==> src/inc/gpi_consts.svh <==
/*
  Constants of the port and pin-interrupt block: widths, counts, reset values.
  Assumes inclusion by bare name from the package and the design file.
*/
`ifndef GPI_CONSTS_SVH
`define GPI_CONSTS_SVH
`define GPI_PINS 32
`define GPI_CHANNELS 6
`define GPI_HALF_WIDTH 8
`define GPI_HALF_PORTS 4
`define GPI_ASSIGN_BITS 3
`define GPI_DIR_RST 32'h0000_0000
`define GPI_DATA_RST 32'h0000_0000
`define GPI_MASK_RST 32'h0000_0000
`define GPI_SENSE_RST 32'h0000_0000
`define GPI_ASSIGN_NONE 3'h7
`endif

==> src/inc/gpi_pkg.sv <==
/*
  Types of the port and pin-interrupt block.
  Assumes gpi_consts.svh on the include path.
*/
`include "gpi_consts.svh"
package gpi_pkg;
  // ************************************
  // Register targets and write actions
  // ************************************
  typedef enum logic [3:0] {
    GPI_T_DIR = 4'h0,
    GPI_T_DATA = 4'h1,
    GPI_T_MASK = 4'h2,
    GPI_T_EDGE = 4'h3,
    GPI_T_BOTH = 4'h4,
    GPI_T_POL = 4'h5,
    GPI_T_CH_MASK = 4'h6,
    GPI_T_CH_LATCH = 4'h7,
    GPI_T_CH_ASSIGN = 4'h8,
    GPI_T_SWTRIG = 4'h9
  } gpi_target_t;
  typedef enum logic [1:0] {
    GPI_A_WRITE = 2'h0,
    GPI_A_SET = 2'h1,
    GPI_A_CLEAR = 2'h2,
    GPI_A_TOGGLE = 2'h3
  } gpi_action_t;
  typedef struct packed {
    logic valid;
    gpi_target_t target;
    gpi_action_t action;
    logic [2:0] channel;
    logic [31:0] data;
  } gpi_write_t;
  typedef struct packed {
    logic [31:0] pins;
    logic [31:0] latch;
    logic [31:0] request;
  } gpi_chan_status_t;
endpackage

==> src/hdl/gpi_port.sv <==
/*
  Port pins with direction, output data, per-pin interrupt detection and
  six pin-interrupt channels served by half-port assignment.
  Assumes pin inputs synchronous to clk_sys; writes arrive as one-cycle strobes.
*/
// Operation
// Per-pin direction, input or output
// Write-one bits modify, others untouched
// Per-pin mask enables pin interrupt
// Inputs sensed; outputs interrupt by software drive
// Level or edge; rising or both
// Edge or level with selectable polarity
// Detection independent of direction and outputs
// Six channels, up to 32 pins
// Half ports of eight assigned programmably
// Per-channel assign, mask, identify, clear registers
// Pin states, latches readable regardless mask
// Set and clear aliases per register
// Channel request while unmasked latch set
`timescale 1ns/10ps
`default_nettype none
`include "gpi_consts.svh"
module gpi_port #(
  parameter int PINS = `GPI_PINS,
  parameter int CHANNELS = `GPI_CHANNELS
) (
  input wire logic clk_sys,
  input wire logic rstn,
  input wire gpi_pkg::gpi_write_t wr,
  input wire logic [2:0] rd_channel,
  input wire logic [PINS-1:0] pin_in,
  output logic [PINS-1:0] pin_out,
  output logic [PINS-1:0] pin_oe,
  output logic [PINS-1:0] dir_out_ff,
  output logic [PINS-1:0] data_rd,
  output logic [PINS-1:0] pin_flag_ff,
  output gpi_pkg::gpi_chan_status_t chan_status,
  output logic [CHANNELS-1:0] pin_irq_channel
);
  localparam int HALVES = PINS / `GPI_HALF_WIDTH;

  // ************************************
  // Parameter checks
  // ************************************
  if (PINS != `GPI_PINS) begin : g_bad_pins
    $error("gpi_port: the port holds exactly 32 pins");
  end
  if (CHANNELS != `GPI_CHANNELS) begin : g_bad_channels
    $error("gpi_port: the interrupt unit serves exactly six channels");
  end
  if (HALVES * `GPI_HALF_WIDTH != PINS) begin : g_bad_halves
    $error("gpi_port: pins must fill whole half ports");
  end

  // ************************************
  // Write-one modify helper
  // ************************************
  function automatic logic [31:0] apply(input logic [31:0] cur, input gpi_pkg::gpi_action_t act,
                                        input logic [31:0] d);
    logic [31:0] r;
    r = cur;
    unique case (act)
      gpi_pkg::GPI_A_WRITE: r = d;
      gpi_pkg::GPI_A_SET: r = cur | d;
      gpi_pkg::GPI_A_CLEAR: r = cur & ~d;
      gpi_pkg::GPI_A_TOGGLE: r = cur ^ d;
    endcase
    return r;
  endfunction

  function automatic logic hit(input gpi_pkg::gpi_write_t w, input gpi_pkg::gpi_target_t t);
    return w.valid && w.target == t;
  endfunction

  // ************************************
  // Port configuration registers
  // ************************************
  logic [PINS-1:0] data_ff;
  logic [PINS-1:0] mask_ff;
  logic [PINS-1:0] edge_ff;
  logic [PINS-1:0] both_ff;
  logic [PINS-1:0] pol_ff;

  always_ff @(posedge clk_sys or negedge rstn) begin
    if (!rstn) begin
      dir_out_ff <= `GPI_DIR_RST;
    end else if (hit(wr, gpi_pkg::GPI_T_DIR)) begin
      dir_out_ff <= apply(dir_out_ff, wr.action, wr.data);
    end
  end

  always_ff @(posedge clk_sys or negedge rstn) begin
    if (!rstn) begin
      data_ff <= `GPI_DATA_RST;
    end else if (hit(wr, gpi_pkg::GPI_T_DATA)) begin
      data_ff <= apply(data_ff, wr.action, wr.data);
    end
  end

  always_ff @(posedge clk_sys or negedge rstn) begin
    if (!rstn) begin
      mask_ff <= `GPI_MASK_RST;
    end else if (hit(wr, gpi_pkg::GPI_T_MASK)) begin
      mask_ff <= apply(mask_ff, wr.action, wr.data);
    end
  end

  always_ff @(posedge clk_sys or negedge rstn) begin
    if (!rstn) begin
      edge_ff <= `GPI_SENSE_RST;
    end else if (hit(wr, gpi_pkg::GPI_T_EDGE)) begin
      edge_ff <= apply(edge_ff, wr.action, wr.data);
    end
  end

  always_ff @(posedge clk_sys or negedge rstn) begin
    if (!rstn) begin
      both_ff <= `GPI_SENSE_RST;
    end else if (hit(wr, gpi_pkg::GPI_T_BOTH)) begin
      both_ff <= apply(both_ff, wr.action, wr.data);
    end
  end

  always_ff @(posedge clk_sys or negedge rstn) begin
    if (!rstn) begin
      pol_ff <= `GPI_SENSE_RST;
    end else if (hit(wr, gpi_pkg::GPI_T_POL)) begin
      pol_ff <= apply(pol_ff, wr.action, wr.data);
    end
  end

  // ************************************
  // Pin drive and readback
  // ************************************
  assign pin_out = data_ff;
  assign pin_oe = dir_out_ff;
  always_comb begin
    data_rd = (dir_out_ff & data_ff) | (~dir_out_ff & pin_in);
  end

  // ************************************
  // Per-pin detection
  // ************************************
  logic [PINS-1:0] sense;
  logic [PINS-1:0] sense_prev_ff;
  logic [PINS-1:0] swtrig;
  logic [PINS-1:0] active;
  logic [PINS-1:0] evt;

  // Output pins see their driven value, so software raises them
  assign swtrig = hit(wr, gpi_pkg::GPI_T_SWTRIG) ? wr.data : '0;
  assign sense = ((dir_out_ff & data_ff) | (~dir_out_ff & pin_in)) ^ pol_ff;

  always_ff @(posedge clk_sys or negedge rstn) begin
    if (!rstn) begin
      sense_prev_ff <= '0;
    end else begin
      sense_prev_ff <= sense;
    end
  end

  always_comb begin
    for (int i = 0; i < PINS; i++) begin
      if (edge_ff[i]) begin
        active[i] = both_ff[i] ? (sense[i] ^ sense_prev_ff[i]) : (sense[i] & ~sense_prev_ff[i]);
      end else begin
        active[i] = sense[i];
      end
    end
    evt = (active | swtrig) & mask_ff;
  end

  // ************************************
  // Channel half-port assignment
  // ************************************
  logic [`GPI_ASSIGN_BITS-1:0] assign_ff [HALVES];
  logic [PINS-1:0] ch_mask_ff [CHANNELS];
  logic [PINS-1:0] latch_ff [CHANNELS];
  logic [PINS-1:0] ch_pins [CHANNELS];

  always_ff @(posedge clk_sys or negedge rstn) begin
    if (!rstn) begin
      for (int h = 0; h < HALVES; h++) begin
        assign_ff[h] <= `GPI_ASSIGN_NONE;
      end
    end else if (hit(wr, gpi_pkg::GPI_T_CH_ASSIGN)) begin
      for (int h = 0; h < HALVES; h++) begin
        if (wr.data[h] && wr.action != gpi_pkg::GPI_A_CLEAR) begin
          assign_ff[h] <= wr.channel;
        end else if (wr.data[h] && assign_ff[h] == wr.channel) begin
          assign_ff[h] <= `GPI_ASSIGN_NONE;
        end
      end
    end
  end

  always_comb begin
    for (int c = 0; c < CHANNELS; c++) begin
      for (int h = 0; h < HALVES; h++) begin
        ch_pins[c][h*`GPI_HALF_WIDTH +: `GPI_HALF_WIDTH] =
          {`GPI_HALF_WIDTH{assign_ff[h] == c[`GPI_ASSIGN_BITS-1:0]}};
      end
    end
  end

  // ************************************
  // Channel mask and latches
  // ************************************
  for (genvar c = 0; c < CHANNELS; c++) begin : g_chan
    gpi_chan #(
      .PINS(PINS),
      .CHAN(3'(c))
    ) u_chan (
      .clk_sys(clk_sys),
      .rstn(rstn),
      .wr(wr),
      .evt(evt),
      .owned(ch_pins[c]),
      .mask_ff(ch_mask_ff[c]),
      .latch_ff(latch_ff[c])
    );
  end

  // ************************************
  // Requests and status
  // ************************************
  always_ff @(posedge clk_sys or negedge rstn) begin
    if (!rstn) begin
      pin_flag_ff <= '0;
    end else begin
      pin_flag_ff <= active;
    end
  end

  always_comb begin
    for (int c = 0; c < CHANNELS; c++) begin
      pin_irq_channel[c] = |(latch_ff[c] & ch_mask_ff[c]);
    end
  end

  always_comb begin
    chan_status.pins = '0;
    chan_status.latch = '0;
    chan_status.request = '0;
    if (rd_channel < CHANNELS) begin
      chan_status.pins = data_rd & ch_pins[rd_channel];
      chan_status.latch = latch_ff[rd_channel];
      chan_status.request = latch_ff[rd_channel] & ch_mask_ff[rd_channel];
    end
  end
endmodule

// ************************************
// One pin-interrupt channel
// ************************************
module gpi_chan #(
  parameter int PINS = `GPI_PINS,
  parameter logic [2:0] CHAN = 3'h0
) (
  input wire logic clk_sys,
  input wire logic rstn,
  input wire gpi_pkg::gpi_write_t wr,
  input wire logic [PINS-1:0] evt,
  input wire logic [PINS-1:0] owned,
  output logic [PINS-1:0] mask_ff,
  output logic [PINS-1:0] latch_ff
);
  logic sel_mask;
  logic sel_latch;

  if (PINS > 32) begin : g_bad_pins
    $error("gpi_chan: a channel serves at most 32 pins");
  end

  function automatic logic [PINS-1:0] modify(input logic [PINS-1:0] cur, input gpi_pkg::gpi_action_t act,
                                             input logic [PINS-1:0] d);
    logic [PINS-1:0] r;
    r = cur;
    unique case (act)
      gpi_pkg::GPI_A_WRITE: r = d;
      gpi_pkg::GPI_A_SET: r = cur | d;
      gpi_pkg::GPI_A_CLEAR: r = cur & ~d;
      gpi_pkg::GPI_A_TOGGLE: r = cur ^ d;
    endcase
    return r;
  endfunction

  assign sel_mask = wr.valid && wr.target == gpi_pkg::GPI_T_CH_MASK && wr.channel == CHAN;
  assign sel_latch = wr.valid && wr.target == gpi_pkg::GPI_T_CH_LATCH && wr.channel == CHAN;

  always_ff @(posedge clk_sys or negedge rstn) begin
    if (!rstn) begin
      mask_ff <= `GPI_MASK_RST;
    end else if (sel_mask) begin
      mask_ff <= modify(mask_ff, wr.action, wr.data[PINS-1:0]);
    end
  end

  // Events gather regardless of channel mask; set wins over clear
  always_ff @(posedge clk_sys or negedge rstn) begin
    if (!rstn) begin
      latch_ff <= '0;
    end else if (sel_latch) begin
      latch_ff <= (modify(latch_ff, wr.action, wr.data[PINS-1:0]) | evt) & owned;
    end else begin
      latch_ff <= (latch_ff | evt) & owned;
    end
  end
endmodule
`default_nettype wire

==> config.mk <==
export PLATFORM = sky130hd
export DESIGN_NAME = gpi_port
export DESIGN_NICKNAME = d
export VERILOG_FILES = /design/src/inc/gpi_pkg.sv /design/src/hdl/gpi_port.sv
export VERILOG_INCLUDE_DIRS = /design/src /design/src/inc
export SDC_FILE = /design/constraint.sdc
export NUM_CORES = 2
export LEC_CHECK = 0
export BUFFER_PORTS_ARGS = -buffer_cell sky130_fd_sc_hd__buf_4
export CAP_MARGIN = 20
export CORE_ASPECT_RATIO = 1.4
export CORE_MARGIN = 2
export CORE_UTILIZATION = 35
export DETAILED_ROUTE_END_ITERATION = 6
export GPL_TIMING_DRIVEN = 0
export PLACE_DENSITY = 0.57
export SYNTH_ARGS = -nofsm -noshare
export SYNTH_HDL_FRONTEND = slang
export SYNTH_HIERARCHICAL = 1
export SYNTH_SLANG_ARGS = --single-unit
==> constraint.sdc <==
create_clock -name clk_sys -period 4.07 [get_ports clk_sys]
set_clock_uncertainty 0.15 [all_clocks]
set_input_delay 1.221 -clock clk_sys [delete_from_list [all_inputs] [get_ports clk_sys]]
set_output_delay 1.221 -clock clk_sys [all_outputs]
set_load 0.01 [all_outputs]
; Word level (Yosys, flattened, before mapping)
; Index checks and enable logic that the tools add are counted.
[totals]
register_bits = 652
out_inout_bits = 262
[op_classes]
order_cmp = 2
n_eq_ne = 42
n_mux = 113
bitwise_logic = 191
n_reduce_logical = 51
[ops]
columns = operator, n
row1 = $pmux W32 S4, 18
row2 = $and A32 B32 Y32, 41
row3 = $or A32 B32 Y32, 32
row4 = $mux W32, 19
row5 = $xor A32 B32 Y32, 19
row6 = $bmux W32 S3, 3
row7 = $reduce_or A32 Y1, 6
row8 = $mux W96, 1
row9 = $mux W1, 64
row10 = $not A32 Y32, 2
row11 = $and A1 B1 Y1, 32
row12 = $not A1 Y1, 32
row13 = $xor A1 B1 Y1, 32
row14 = $eq A3 B2 Y1 const B, 10
row15 = $eq A3 B3 Y1 const B, 10
row16 = $logic_and A1 B1 Y1, 30
row17 = $mux W3, 8
row18 = $eq A4 B3 Y1 const B, 4
row19 = $eq A3 B1 Y1 const B, 5
row20 = $logic_not A3 Y1, 5
row21 = $eq A3 B3 Y1, 4
row22 = $eq A4 B2 Y1 const B, 2
row23 = $eq A4 B4 Y1 const B, 2
row24 = $reduce_and A2 Y1, 4
row25 = other kinds (10), 14

; Depth between registers and ports, before layout
[depth]
word_depth = 12
mapped_depth = 10

; Hierarchy
; Netlist, hierarchy kept.
[modules_own_cells]
columns = mod, n_inst, cells_each, area_each_um2, seq_area_each_um2
row1 = gpi_port, 1, 2740, 28379.7, 6721.4
row2 = gpi_chan at g_chan[1].u_chan ..., 3, 577, 6550.0, 1601.5
row3 = gpi_chan at g_chan[3].u_chan, 1, 577, 6591.3, 1601.5
row4 = gpi_chan at g_chan[5].u_chan, 1, 576, 6478.7, 1601.5
row5 = gpi_chan at g_chan[0].u_chan, 1, 577, 6407.4, 1601.5

; Worst setup path before layout
; Ideal clock, no wire load.
[synth_timing]
kind = input-to-output
start = input port rd_channel[1]
end = output port chan_status[64] (netlist name)
arrival_time_ns = 2.419
t_required_ns = 2.699
setup_slack_ns = 0.280
stages = 5
n_path_buf = 3
cell_sequence = buf_2 -> buf_6 -> buf_4 -> o32a_1 -> nor3_1
[synth_rtl]
columns = item, line_no
row1 = start: declaration, gpi_port.sv:30  ; input wire logic [2:0] rd_channel,
row2 = end: declaration, gpi_port.sv:37  ; output gpi_pkg::gpi_chan_status_t chan_status,

==> reports/metrics.cfg <==
[cells_and_area]
drive_gt1_frac = 0.292
fin_nets = 7947
fill_cells = 18400
area_delta_synth_final_pct = 16.3
fin_util = 0.410

[routing]
detail-route-antenna-nets = 0
via_per_inst = 5.77
first_pass_iters = 6
drt_iter0_markers = 4844
vias = 53400
wl_mm = 266
wl_per_cell_um = 28.8
drc = 0

[worst_setup_path]
worstPathCellList = buf_16, buf_12, mux2i_2, nor2_1, or3_1, buf_4
worstPathMaxFanout = 9
cp-start-kind = input port
slowest_delay_ps = 490
required_ps = 2700
path_delay_family = simple AND/OR/NAND/NOR gates
rrSetupSlack_ps = 530
critPathBufInv = 3
endpoint_kind = output port
crit_slowest_cell = or3_1
path_class = input port to output port
crit_arrival_ps = 2790

[place]
place.gp.congestion = 1.04
place_hpwl_mm = 205
dp_slack_ps = -588
portBuffers = 335

[hold_path]
hp-class = input port to async pin

[clock_network]
clk_pin_slew_ps = 70
cts_tree = done
clockRootBuffer = clkbuf_16
holdBufCountCts = 0
htreeDepth = 3
clock_sinks = 652
clk_path_buf_depth = 3
clkLatencyLatePin_ps = 760
numCtsBuffers = 83

[sta]
slew_viol_final = 0
fin_crit_ps = 4160
timing.final.hold_violations = 0
relSlewSlack = 0.204
fin_crit_sh = 1.02
setup_violations = 41
worstMarginPinSlew_ps = 1190
max_freq_mhz = 240
finalWorstSetupSlack_ps = -94.0
rsz0062_at_grt = true

[synth]
synth_edf_count = 0
ys_warn_count = 6
async_reset_ff_frac = 1.00
synthCells = 6201
yosysMostFrequentCell = inv_1
synth.ff_latch_count = 652
synthesis.area_um2 = 67500
synthesis.nets = 7464
synth_top_area_share = 0.237
ys_types = 55
synthFlopType = dfrtp_1
synth_top_area_cell = dfrtp_1
ys_seq_area_frac = 0.242
ys_top_cells_by_area = dfrtp_1 (24%), ha_1 (22%), mux4_2 (19%)
synthTopCellsByCount = inv_1 (1,450), ha_1 (1,184), dfrtp_1 (640), mux4_2 (576), nor2_1 (363)
synth.avg_cell_area_um2 = 10.9

[floorplanning]
ios = 341
start_util = 0.352
core_um2 = 192000
core.rowCount = 190
die_h_um = 524
fp.dieW_um = 375
dieArea_um2 = 196000

[grt]
grt_pass1_wl_mm = 384
gr-total-overflow = 0
grt_start_max_net_pins = 103
antenna_found_initial = 17
grt_util_all_layers = 0.268
grt_pass1_vias = 54500

[pwr]
leakage_nw = 37.9
power.total_w = 0.0307
vdd_drop_max_mv = 0.364
power_density_nw_per_um2 = 391

[job]
drv.max_cap_violation_count = 0

[run_status]
violations = setup timing
status = finished, violations left

-- power by group --
| group | switching, W | total [W] | internal, W |
|---|---|---|---|
| Sequential | 0.00206 | 0.00988 | 0.00782 |
| Combinational | 0.00680 | 0.0127 | 0.00592 |
| Clock | 0.00354 | 0.00814 | 0.00460 |
-- sequential cells by signal, indices dropped and copies added (netlist names) --
register	cells
mask_ff	32
assign_ff	12
edge_ff	32
dir_out_ff	32
pin_flag_ff	32
pin_out	32
g_chan.u_chan/mask_ff	192
sense_prev_ff	32
pol_ff	32
both_ff	32
g_chan.u_chan/latch_ff	192
-- final timing paths --
kind	end	start	cells past startpoint
setup / recovery	chan_status[33]	rd_channel[1]	6
hold / removal	pin_flag_ff[25]	rstn	1
setup reg to reg	g_chan[5].u_chan/latch_ff[16]	dir_out_ff[16]	10
hold reg to reg	mask_ff[23]	mask_ff[23]	1
max in group asynchronous	g_chan[1].u_chan/mask_ff[4]	rstn	4
min in group clk_sys	mask_ff[23]	mask_ff[23]	1
-- layer usage --
| layer | vias up | share of wire | GRT usage |
|---|---|---|---|
| li1 | 22600 | - | - |
| met1 | 27400 | 0.36 | 0.305 |
| met2 | 2517 | 0.47 | 0.445 |
| met3 | 860 | 0.079 | 0.0586 |
| met4 | 20 | 0.085 | 0.196 |
| met5 | - | 0.00049 | 0 |
-- per-stage QoR --
step	hold WS [ps]	std cells	cell area [um2]	TNS, ps
finish	188	9252	78500	-1360
global route	196	9245	78500	-491
CTS	170	9244	78200	-8.48
detailed placement	374	9091	74300	-42740
global placement	370	9032	73100	-4912740
floorplan	357	6201	67500	0
-- cells in the final DEF, fill, tap and decap left out, types with 25 or more instances in the layout --
cell type / Yosys / layout
inv_1: 1450 / 1450
xnor2_1: 44 / 44
clkbuf_16: 0 / 83
a22oi_1: 96 / 91
mux2i_4: 0 / 29
dfrtp_1: 640 / 640
nand2_1: 58 / 58
clkbuf_1: 70 / 72
nand3_1: 35 / 35
mux4_2: 576 / 576
mux2_4: 120 / 120
buf_8: 0 / 26
or3_1: 37 / 34
nor2_1: 363 / 340
nor2b_1: 38 / 38
ha_1: 1184 / 1184
o32a_1: 36 / 30
buf_4: 71 / 421
mux2i_2: 0 / 25
buf_2: 132 / 114
mux2_2: 264 / 264
nand4_1: 28 / 28
o211ai_1: 32 / 32
o21ai_0: 197 / 197
o311a_1: 194 / 194
a31oi_2: 0 / 27
mux2i_1: 252 / 198
buf_6: 47 / 79
-- area by class of cell --
cell class	instances	area, um2	area share
Clock inverter	38	518	0.00660
Buffer	331	2360	0.0300
Antenna cell	9	22.5	0.000287
Timing Repair Buffer	404	3510	0.0447
Sequential cell	652	16300	0.208
Clock buffer	110	2310	0.0294
Tap cell	2496	3120	0.0398
Multi-Input combinational cell	3762	44900	0.572
Inverter	1450	5440	0.0693
-- worst register-to-register path, cell delays in order, from the launching register on --
cell and delay, ps:
dfrtp_1 530, mux2i_1 840, xnor2_1 230, ha_1 330, nand2_1 70, o211ai_1 120
a31oi_2 550, buf_6 280, nor2_1 70, o21ai_0 90, o311a_1 190
-- cells by family after synthesis --
group | after synthesis | synth area share
XOR/XNOR | 52 | 0.00675
multiplexers | 1212 | 0.300
flip-flops | 652 | 0.242
adder cells (fa/ha/maj) | 1184 | 0.219
AO/OA/AOI/OAI | 644 | 0.0717
AND/OR/NAND/NOR | 669 | 0.0480
buffers and inverters | 1788 | 0.112
-- what timing repair did --
| item | in CTS | in global routing |
|---|---|---|
| endpoints found under the setup margin | 99 | 76 |
| endpoints found under the hold margin | 0 | 0 |
| gates resized for setup | 225 | 53 |
| cloned | 4 | 0 |
| setup buffers | 2 | 5 |
| pin swaps | 14 | 16 |
(Power assumes the default switching activity.)
